File: src/cmdset_brake_params.svh
// Notes on behaviour
// RULE1 - Active command set chosen by two selection inputs
// RULE2 - Set changeover completes well within four milliseconds
// RULE3 - Set count accepts only 2, 3, 4; resets 2
// RULE4 - Count written only while commissioning filter is 15
// RULE5 - Software writes copy source and target first
// RULE6 - Copy on start rising; device clears start itself
// RULE7 - Readable active command set number
// RULE8 - Motor stays energized while brake is open; in brake mode open the code holds the brake open with the motor off
// RULE9 - On: energize, open brake after magnetizing time
// RULE10 - Hold zero speed until brake open time elapses
// RULE11 - Ramp or quick stop decelerates before closing
// RULE12 - Setpoint and actual below threshold start timers
// RULE13 - First expiring stop timer closes the brake
// RULE14 - De-energize after brake close time elapses
// RULE15 - Coast stop closes brake immediately
// RULE16 - Software enables sequencing with brake mode one
// RULE17 - Brake modes: locked, sequence, open, interconnected
// RULE18 - Software keeps magnetizing time above zero
// RULE19 - Software sizes open and close times
// RULE20 - Start effort chosen by control mode select
// RULE21 - Active index is hi times two plus lo
// RULE22 - Coast stop aborts sequence, clears all timers
`ifndef CMDSET_BRAKE_PARAMS_SVH
`define CMDSET_BRAKE_PARAMS_SVH
`define CLK_PERIOD_NS     25
`define MS_NS             1000000
`define MS_CYCLES         (`MS_NS / `CLK_PERIOD_NS)
`define OFS_CTRL          7'h00
`define OFS_CMDSET        7'h04
`define OFS_COPY          7'h08
`define OFS_MAG_TIME      7'h0c
`define OFS_OPEN_TIME     7'h10
`define OFS_CLOSE_TIME    7'h14
`define OFS_WATCH_TIME    7'h18
`define OFS_PULSE_DELAY   7'h1c
`define OFS_THRESHOLD     7'h20
`define OFS_CTRL_MODE     7'h24
`define OFS_BOOST         7'h28
`define OFS_SLIP          7'h2c
`define OFS_TORQUE        7'h30
`define OFS_STATUS        7'h34
`define OFS_SET_CFG       7'h40
`define FILTER_COMMISSION 4'hf
`define COUNT_RESET       3'h2
`define COUNT_MIN         3'h2
`define COUNT_MAX         3'h4
`define MODE_LOCKED       2'h0
`define MODE_SEQUENCE     2'h1
`define MODE_OPEN         2'h2
`define MODE_INTERCONNECT 2'h3
`define VF_MODE_MAX       5'h03
`define VECTOR_MODE_MIN   5'h14
`define SRC_LOCAL_BIT     0
`endif

File: src/cmdset_brake_pkg.sv
`default_nettype none
package cmdset_brake_pkg;
  typedef enum logic [2:0] {st_idle, st_magnetize, st_opening, st_run, st_stopping, st_closing} brake_state_t;
  typedef logic [15:0] ms_time_t;
endpackage : cmdset_brake_pkg
`default_nettype wire

File: src/cmdset_switch_brake_sequencer.sv
// Decided for this implementation: the placing of the registers and the Avalon-MM slave port.
`include "cmdset_brake_params.svh"
`default_nettype none
module cmdset_switch_brake_sequencer #(
  parameter int MS_CYCLES = `MS_CYCLES
) (
  input  wire logic                      sys_clk,
  input  wire logic                      nrst,
  input  wire logic [6:0]                avs_address,
  input  wire logic                      avs_read,
  input  wire logic                      avs_write,
  input  wire logic [31:0]               avs_writedata,
  output logic      [31:0]               avs_readdata,
  output logic                           avs_waitrequest,
  input  wire logic                      command_set_select_lo,
  input  wire logic                      command_set_select_hi,
  input  wire logic                      local_on,
  input  wire logic                      local_ramp_stop,
  input  wire logic                      local_quick_stop,
  input  wire logic                      local_coast_stop,
  input  wire logic                      interconnect_on,
  input  wire cmdset_brake_pkg::ms_time_t speed_setpoint,
  input  wire cmdset_brake_pkg::ms_time_t actual_speed,
  output logic      [1:0]                active_command_set,
  output logic                           motor_on,
  output logic                           brake_open,
  output logic                           hold_zero_speed,
  output logic                           decel_request,
  output logic      [15:0]               start_voltage_boost,
  output logic      [15:0]               start_slip_freq,
  output logic      [15:0]               start_torque
);
  import cmdset_brake_pkg::*;

  // Software state
  logic [3:0]   on_bits;
  logic [1:0]   brake_function_mode;
  logic [3:0]   commissioning_filter;
  logic [2:0]   command_set_count;
  logic [1:0]   copy_src;
  logic [1:0]   copy_tgt;
  logic         copy_start;
  ms_time_t     magnetizing_time;
  ms_time_t     brake_open_time;
  ms_time_t     brake_close_time;
  ms_time_t     standstill_watch_time;
  ms_time_t     pulse_cancel_delay;
  ms_time_t     standstill_speed_threshold;
  logic [4:0]   control_mode_select;
  logic [15:0]  voltage_boost;
  logic [15:0]  starting_slip_frequency;
  logic [15:0]  starting_torque_setpoint;
  logic [15:0]  set_cfg [4];
  logic         wr_ok;
  logic [1:0]   wr_idx;

  assign wr_ok  = avs_write && !avs_waitrequest;
  assign wr_idx = avs_address[3:2];

  // Bus slave: one wait cycle, then a single ready cycle
  always_ff @(posedge sys_clk or negedge nrst) begin
    if (!nrst) begin
      avs_waitrequest <= 1'b1;
    end else begin
      avs_waitrequest <= !((avs_read || avs_write) && avs_waitrequest);
    end
  end

  // Control and timing registers
  always_ff @(posedge sys_clk or negedge nrst) begin
    if (!nrst) begin
      on_bits                    <= 4'h0;
      brake_function_mode        <= `MODE_LOCKED;
      commissioning_filter       <= 4'h0;
      magnetizing_time           <= 16'h0000;
      brake_open_time            <= 16'h0000;
      brake_close_time           <= 16'h0000;
      standstill_watch_time      <= 16'h0000;
      pulse_cancel_delay         <= 16'h0000;
      standstill_speed_threshold <= 16'h0000;
      control_mode_select        <= 5'h00;
      voltage_boost              <= 16'h0000;
      starting_slip_frequency    <= 16'h0000;
      starting_torque_setpoint   <= 16'h0000;
    end else if (wr_ok) begin
      case (avs_address)
        `OFS_CTRL: begin
          on_bits             <= avs_writedata[3:0];
          brake_function_mode <= avs_writedata[5:4];
        end
        `OFS_CMDSET:      commissioning_filter       <= avs_writedata[3:0];
        `OFS_MAG_TIME:    magnetizing_time           <= avs_writedata[15:0];
        `OFS_OPEN_TIME:   brake_open_time            <= avs_writedata[15:0];
        `OFS_CLOSE_TIME:  brake_close_time           <= avs_writedata[15:0];
        `OFS_WATCH_TIME:  standstill_watch_time      <= avs_writedata[15:0];
        `OFS_PULSE_DELAY: pulse_cancel_delay         <= avs_writedata[15:0];
        `OFS_THRESHOLD:   standstill_speed_threshold <= avs_writedata[15:0];
        `OFS_CTRL_MODE:   control_mode_select        <= avs_writedata[4:0];
        `OFS_BOOST:       voltage_boost              <= avs_writedata[15:0];
        `OFS_SLIP:        starting_slip_frequency    <= avs_writedata[15:0];
        `OFS_TORQUE:      starting_torque_setpoint   <= avs_writedata[15:0];
        default: ;
      endcase
    end
  end

  // RULE3 count range gate
  // Out of range values or writes outside commissioning are dropped
  always_ff @(posedge sys_clk or negedge nrst) begin
    if (!nrst) begin
      command_set_count <= `COUNT_RESET;
    end else if (wr_ok && avs_address == `OFS_CMDSET && commissioning_filter == `FILTER_COMMISSION
                 && avs_writedata[6:4] >= `COUNT_MIN && avs_writedata[6:4] <= `COUNT_MAX) begin
      command_set_count <= avs_writedata[6:4];
    end
  end

  // RULE6 copy start and self clear
  // Start only latches on a 0 to 1 write; the copy runs next cycle
  always_ff @(posedge sys_clk or negedge nrst) begin
    if (!nrst) begin
      copy_src   <= 2'h0;
      copy_tgt   <= 2'h0;
      copy_start <= 1'b0;
    end else if (wr_ok && avs_address == `OFS_COPY) begin
      copy_src   <= avs_writedata[1:0];
      copy_tgt   <= avs_writedata[3:2];
      copy_start <= avs_writedata[4] && !copy_start;
    end else begin
      copy_start <= 1'b0;
    end
  end

  // Per-set source configuration; copy wins over a bus write that lands the same cycle
  always_ff @(posedge sys_clk or negedge nrst) begin
    if (!nrst) begin
      for (int i = 0; i < 4; i++) begin
        set_cfg[i] <= 16'h0000;
      end
    end else if (copy_start) begin
      set_cfg[copy_tgt] <= set_cfg[copy_src];
    end else if (wr_ok && avs_address[6:4] == 3'(`OFS_SET_CFG >> 4)) begin
      set_cfg[wr_idx] <= avs_writedata[15:0];
    end
  end

  // Pin synchronisers, two stages before any reader
  logic [6:0] pin_meta;
  logic [6:0] pin_sync;
  always_ff @(posedge sys_clk or negedge nrst) begin
    if (!nrst) begin
      pin_meta <= 7'h00;
      pin_sync <= 7'h00;
    end else begin
      pin_meta <= {interconnect_on, local_coast_stop, local_quick_stop, local_ramp_stop,
                   local_on, command_set_select_hi, command_set_select_lo};
      pin_sync <= pin_meta;
    end
  end

  // RULE21 index from selection bits
  logic [2:0] sel_index;
  assign sel_index = {1'b0, pin_sync[1], pin_sync[0]};

  // RULE1 active set update
  // RULE2 changeover in three cycles
  // A selection beyond the configured count keeps the previous set
  always_ff @(posedge sys_clk or negedge nrst) begin
    if (!nrst) begin
      active_command_set <= 2'h0;
    end else if (sel_index < command_set_count) begin
      active_command_set <= sel_index[1:0];
    end
  end

  // Command source of the active set
  logic local_src;
  logic cmd_on;
  logic cmd_ramp;
  logic cmd_quick;
  logic cmd_coast;
  logic seq_en;
  assign local_src = set_cfg[active_command_set][`SRC_LOCAL_BIT];
  assign seq_en    = brake_function_mode == `MODE_SEQUENCE || brake_function_mode == `MODE_INTERCONNECT;
  assign cmd_on    = brake_function_mode == `MODE_INTERCONNECT ? pin_sync[6]
                   : (local_src ? pin_sync[2] : on_bits[0]);
  assign cmd_ramp  = local_src ? pin_sync[3] : on_bits[1];
  assign cmd_quick = local_src ? pin_sync[4] : on_bits[2];
  assign cmd_coast = local_src ? pin_sync[5] : on_bits[3];

  // Millisecond tick shared by all brake timers
  logic [31:0] tick_cnt;
  logic        ms_tick;
  assign ms_tick = tick_cnt == 32'(MS_CYCLES - 1);
  always_ff @(posedge sys_clk or negedge nrst) begin
    if (!nrst) begin
      tick_cnt <= 32'h0;
    end else begin
      tick_cnt <= ms_tick ? 32'h0 : tick_cnt + 32'h1;
    end
  end

  brake_state_t state;
  brake_state_t next_state;
  ms_time_t     phase_ms;
  ms_time_t     watch_ms;
  ms_time_t     pulse_ms;
  logic         watch_run;
  logic         pulse_run;
  logic         stop_req;
  logic         stop_done;
  assign stop_req  = cmd_ramp || cmd_quick || !cmd_on;
  // RULE13 first expiry closes
  assign stop_done = (watch_run && watch_ms >= standstill_watch_time)
                  || (pulse_run && pulse_ms >= pulse_cancel_delay);

  // Sequencer next state
  always_comb begin
    next_state = state;
    case (state)
      st_idle:      if (cmd_on && !stop_req && !cmd_coast) next_state = seq_en ? st_magnetize : st_run;
      // RULE9 open after magnetizing
      st_magnetize: if (phase_ms >= magnetizing_time) next_state = st_opening;
      // RULE10 release after opening time
      st_opening:   if (phase_ms >= brake_open_time) next_state = st_run;
      // RULE11 decelerate first
      st_run:       if (stop_req) next_state = st_stopping;
      st_stopping:  if (stop_done) next_state = seq_en ? st_closing : st_idle;
      // RULE14 off after closing time
      st_closing:   if (phase_ms >= brake_close_time) next_state = st_idle;
      default:      next_state = st_idle;
    endcase
    // RULE15 coast closes at once
    if (cmd_coast) next_state = st_idle;
  end

  // RULE22 coast clears every timer
  // RULE12 standstill timers start
  always_ff @(posedge sys_clk or negedge nrst) begin
    if (!nrst) begin
      state     <= st_idle;
      phase_ms  <= 16'h0000;
      watch_ms  <= 16'h0000;
      pulse_ms  <= 16'h0000;
      watch_run <= 1'b0;
      pulse_run <= 1'b0;
    end else begin
      state     <= next_state;
      phase_ms  <= next_state != state ? 16'h0000 : phase_ms + 16'(ms_tick && phase_ms != 16'hffff);
      watch_run <= next_state == st_stopping && (watch_run || speed_setpoint < standstill_speed_threshold);
      pulse_run <= next_state == st_stopping && (pulse_run || actual_speed < standstill_speed_threshold);
      watch_ms  <= watch_run ? watch_ms + 16'(ms_tick && watch_ms != 16'hffff) : 16'h0000;
      pulse_ms  <= pulse_run ? pulse_ms + 16'(ms_tick && pulse_ms != 16'hffff) : 16'h0000;
    end
  end

  // RULE8 energized while open in sequence and interconnected modes
  // RULE17 brake mode decoding
  // Outputs are registered from the next state so they never glitch
  always_ff @(posedge sys_clk or negedge nrst) begin
    if (!nrst) begin
      motor_on        <= 1'b0;
      brake_open      <= 1'b0;
      hold_zero_speed <= 1'b0;
      decel_request   <= 1'b0;
    end else begin
      motor_on        <= next_state != st_idle;
      hold_zero_speed <= next_state == st_magnetize || next_state == st_opening;
      decel_request   <= next_state == st_stopping;
      case (brake_function_mode)
        `MODE_OPEN:   brake_open <= 1'b1;
        `MODE_LOCKED: brake_open <= 1'b0;
        default:      brake_open <= next_state == st_opening || next_state == st_run || next_state == st_stopping;
      endcase
    end
  end

  // RULE20 start effort selection
  // Control modes between the two ranges apply no extra effort
  always_ff @(posedge sys_clk or negedge nrst) begin
    if (!nrst) begin
      start_voltage_boost <= 16'h0000;
      start_slip_freq     <= 16'h0000;
      start_torque        <= 16'h0000;
    end else begin
      start_voltage_boost <= (next_state == st_opening && control_mode_select <= `VF_MODE_MAX) ? voltage_boost : 16'h0;
      start_slip_freq     <= (next_state == st_opening && control_mode_select <= `VF_MODE_MAX)
                             ? starting_slip_frequency : 16'h0;
      start_torque        <= (next_state == st_opening && control_mode_select >= `VECTOR_MODE_MIN)
                             ? starting_torque_setpoint : 16'h0;
    end
  end

  // RULE7 status readback
  always_ff @(posedge sys_clk or negedge nrst) begin
    if (!nrst) begin
      avs_readdata <= 32'h0;
    end else if (avs_read && avs_waitrequest) begin
      case (avs_address)
        `OFS_CTRL:        avs_readdata <= {26'h0, brake_function_mode, on_bits};
        `OFS_CMDSET:      avs_readdata <= {25'h0, command_set_count, commissioning_filter};
        `OFS_COPY:        avs_readdata <= {27'h0, copy_start, copy_tgt, copy_src};
        `OFS_MAG_TIME:    avs_readdata <= {16'h0, magnetizing_time};
        `OFS_OPEN_TIME:   avs_readdata <= {16'h0, brake_open_time};
        `OFS_CLOSE_TIME:  avs_readdata <= {16'h0, brake_close_time};
        `OFS_WATCH_TIME:  avs_readdata <= {16'h0, standstill_watch_time};
        `OFS_PULSE_DELAY: avs_readdata <= {16'h0, pulse_cancel_delay};
        `OFS_THRESHOLD:   avs_readdata <= {16'h0, standstill_speed_threshold};
        `OFS_CTRL_MODE:   avs_readdata <= {27'h0, control_mode_select};
        `OFS_BOOST:       avs_readdata <= {16'h0, voltage_boost};
        `OFS_SLIP:        avs_readdata <= {16'h0, starting_slip_frequency};
        `OFS_TORQUE:      avs_readdata <= {16'h0, starting_torque_setpoint};
        `OFS_STATUS:      avs_readdata <= {24'h0, 1'b0, state, brake_open, motor_on, active_command_set};
        `OFS_SET_CFG, `OFS_SET_CFG + 7'h04, `OFS_SET_CFG + 7'h08, `OFS_SET_CFG + 7'h0c:
                          avs_readdata <= {16'h0, set_cfg[wr_idx]};
        default:          avs_readdata <= 32'h0;
      endcase
    end
  end
endmodule : cmdset_switch_brake_sequencer
`default_nettype wire

File: config.mk
export PLATFORM = sky130hd
export DESIGN_NAME = cmdset_switch_brake_sequencer
export DESIGN_NICKNAME = d
export VERILOG_FILES = /design/src/cmdset_brake_pkg.sv /design/src/cmdset_switch_brake_sequencer.sv
export VERILOG_INCLUDE_DIRS = /design/src
export SDC_FILE = /design/constraint.sdc
export NUM_CORES = 1
export LEC_CHECK = 0
export ABC_AREA = 1
export BUFFER_PORTS_ARGS = -buffer_cell sky130_fd_sc_hd__buf_2
export CAP_MARGIN = 40
export CELL_PAD_IN_SITES_DETAIL_PLACEMENT = 2
export CELL_PAD_IN_SITES_GLOBAL_PLACEMENT = 2
export CORE_MARGIN = 2
export CORE_UTILIZATION = 35
export CTS_CLUSTER_DIAMETER = 150
export DETAILED_ROUTE_END_ITERATION = 10
export GPL_ROUTABILITY_DRIVEN = 0
export PLACE_DENSITY_LB_ADDON = 0.1
export SYNTH_ARGS = -nofsm -noshare
export SYNTH_HDL_FRONTEND = slang
export SYNTH_SLANG_ARGS = --single-unit
File: constraint.sdc
create_clock -name sys_clk -period 5.41 [get_ports sys_clk]
set_clock_uncertainty 0.1 [all_clocks]
set_input_delay 1.082 -clock sys_clk [delete_from_list [all_inputs] [get_ports sys_clk]]
set_output_delay 1.082 -clock sys_clk [all_outputs]
set_load 0.02 [all_outputs]
==> metrics.yaml <==
hp-class: "flop to flop"
cts_root_buf: "clkbuf_16"
cp_slowest_cell: "dfrtp_1"
vias_per_cell: 5.42
p_seq_share_pct: 41.0
path_class: "flop to flop"
die_area_um2: 62900
leakage_nw: 12.0
synth.area.top_cells: "dfrtp_1 (47%), nand2_1 (10%), inv_1 (7.2%)"
required_ns: 5.84
largest_reg_flops: 64
ys_seq_elements: 401
setup_viol: 0
nFillCells: 6758
cts_hold_buf: 0
wl_per_cell_um: 24.3
fin_crit_ns: 4.04
initial_core_util_pct: 35.4
regMostFlops: "set_cfg"
post_cts_resized: 0
r2r_slack_ns: 1.37
first_global_vias: 21600
h-tree-depth: 2
cts_sinks: 401
rr_worst_depth: 17
p_switching_mw: 2.34
end_kind: "flop"
synthArstFlopShare_pct: 100
crit_path_max_incr_delay_ns: 0.49
largestRegisters: "set_cfg x64, tick_cnt x32"
syn_inst: 2594
power_frac_comb_pct: 13.3
drt_wl_total_um: 86400
synth_top_cell_by_area: "dfrtp_1"
cts_tree: "yes"
slew_violations: 0
power_mw: 8.11
drive_above_1_share_pct: 11.2
hold_depth: 0
avgSynthCellArea_um2: 8.21
period_share_pct: 74.7
crit_start: "tick_cnt[22]$_DFF_PN0_"
startpoint_type: "flop"
grt_pass1_wl_um: 133000
synthTopCellsByCount: "nand2_1 (575), inv_1 (410), dfrtp_1 (399)"
maxCapViolations: 0
ios: 169
dieWidth_um: 251
clock_path_buffers: 3
cts_setup_buffers: 0
synth_top_area_share_pct: 46.9
tightest_slew_ns: 1.01
vias: 19300
fmax_mhz: 247
grt_usage_pct: 27.8
status: "finished, final reports clean"
synth_warnings: 0
rsz0062_at_grt: "false"
ys.flop_type: "dfrtp_1"
place.port_buffers: 136
powerDensity_nw_per_um2: 326
rr_startpoint: "tick_cnt[22]$_DFF_PN0_"
grt-ovfl-total: 0
core_area_um2: 60200
crit_chain: "nor4_1 > nand2_1 > nor2_1 > nand3_1 > a41oi_1 > ha_1 > nand4_1 > nor2_1 > nand2_1 > nor2_1 > nand2_1 > nor3_1 > nand2_1 > nor2_1 > nand4_1 > a21oi_1 > o21a_1"
grt_max_degree: 104
ys_types: 58
hpwl_um: 62700
placed_cell_area_um2: 23100
vdd_drop_max_uv: 220
drc: 0
grt_antenna_before_repair: 2
reg2reg_to: "watch_ms[15]$_DFF_PN0_"
die_y_um: 251
synth-edff-count: 0
p_int_mw: 5.77
synth_seq_area_share_pct: 47.1
drtIter0Drc: 1039
syn_area_um2: 21300
cp_max_fo: 7
ant_nets: 0
yosysMostFrequentCell: "nand2_1"
row_count: 90
pwr-share-clk_pct: 45.7
clock_latency_ns: 0.61
drt_pass1_iterations: 4
cts-buffers-inserted: 50
final-hold-violation-count: 0
path_clk_slew_ns: 0.06
fin_setup_tns_ns: 0
worstSetupEndpoint: "watch_ms[15]$_DFF_PN0_"
syn_to_final_growth_pct: 17.0
switching_share_pct: 28.8
nNetsFinal: 2930
relSlewSlack_pct: 32.5
cp_data_arrival_time_ns: 4.48
fin_area_um2: 24900
[routing by layer]
metal  global-route usage [%]  part of all wire (%)
met4                     8.64                   3.1
met5                        0                     0
met2                     49.9                    50
met3                     2.71                   2.9
met1                     35.3                    44
[worst max-delay path, delay by kind of cell, from the launching register on]
family	cells	cell delay, ns
flops	1	0.49
simple gates	13	2.49
fa+ha+maj	1	0.24
compound gates	3	0.64
[logic make-up after synthesis]
kind of cell             after synthesis  share of synthesized area (%)
AO/OA/AOI/OAI                        575                           16.3
XOR/XNOR                              31                           1.27
adder cells (fa/ha/maj)              118                           6.93
buffers and inverters                529                           9.76
flip-flops                           401                           47.1
other                                  1                         0.0176
AND/OR/NAND/NOR                      939                           18.6
[placed cells by master, fill, tap and decap left out, types with 4 or more instances in the layout]
| master | instances |
|---|---|
| a21o_1 | 6 |
| a21oi_1 | 92 |
| a221oi_1 | 31 |
| a22oi_1 | 28 |
| a31oi_1 | 4 |
| buf_16 | 5 |
| buf_2 | 135 |
| buf_4 | 30 |
| buf_8 | 10 |
| bufinv_16 | 8 |
| clkbuf_1 | 8 |
| clkbuf_16 | 50 |
| clkbuf_8 | 15 |
| clkinv_2 | 6 |
| conb_1 | 16 |
| dfrtp_1 | 399 |
| ha_1 | 118 |
| inv_1 | 410 |
| nand2_1 | 575 |
| nand2_2 | 7 |
| nand3_1 | 53 |
| nand4_1 | 22 |
| nor2_1 | 184 |
| nor2_2 | 7 |
| nor2_4 | 6 |
| nor3_1 | 44 |
| nor4_1 | 19 |
| o211ai_1 | 34 |
| o21a_1 | 6 |
| o21ai_0 | 245 |
| o21ai_1 | 5 |
| o21bai_1 | 5 |
| o221ai_1 | 21 |
| o22ai_1 | 62 |
| o311ai_0 | 16 |
| o41ai_1 | 4 |
| xnor2_1 | 8 |
| xor2_1 | 23 |
[worst min-delay path by stage]
stage	start	to	slack, ns
after floorplan	pin_meta[0]$_DFF_PN0_	pin_sync[0]$_DFF_PN0_	0.23
after global placement	pin_meta[3]$_DFF_PN0_	pin_sync[3]$_DFF_PN0_	0.23
after detailed placement	pin_meta[1]$_DFF_PN0_	pin_sync[1]$_DFF_PN0_	0.24
after CTS	pin_meta[1]$_DFF_PN0_	pin_sync[1]$_DFF_PN0_	0.25
after global routing	pin_meta[4]$_DFF_PN0_	pin_sync[4]$_DFF_PN0_	0.26
final	pin_meta[4]$_DFF_PN0_	pin_sync[4]$_DFF_PN0_	0.25
[through the flow]
stage          instances  worst slack [ns]  util [%]  hold WS [ns]
6_report            3554              1.37      41.4         0.251
5_1_grt             3553             0.898      41.4         0.259
4_1_cts             3553              1.34      41.4         0.254
3_3_place_gp        3446              1.52      37.9         0.233
2_1_floorplan       2609              2.39         -         0.231
3_5_place_dp        3460              1.38      38.3         0.240
[cell type report]
type / count / area, µm² / area share (%)
sequential: 401 / 10000 / 40.3
multi-input combinational: 1679 / 9280 / 37.2
antenna: 1 / 2.50 / 0.0100
tap: 782 / 978 / 3.93
clock buffer: 73 / 1490 / 5.97
inverter: 415 / 1560 / 6.25
clock inverter: 20 / 327 / 1.31
timing repair buffer: 183 / 1250 / 5.01
[power by group through the flow]
stage               registers [mW]  clock network (mW)  logic, mW
global placement              3.37                   0       1.01
finish                        3.33                3.71       1.08
floorplan                     3.34                   0      0.664
global route                  3.35                3.89       1.22
detailed placement            3.38                   0       1.08
CTS                           3.33                3.78       1.10
No activity file was read; power rests on OpenSTA's default activity.
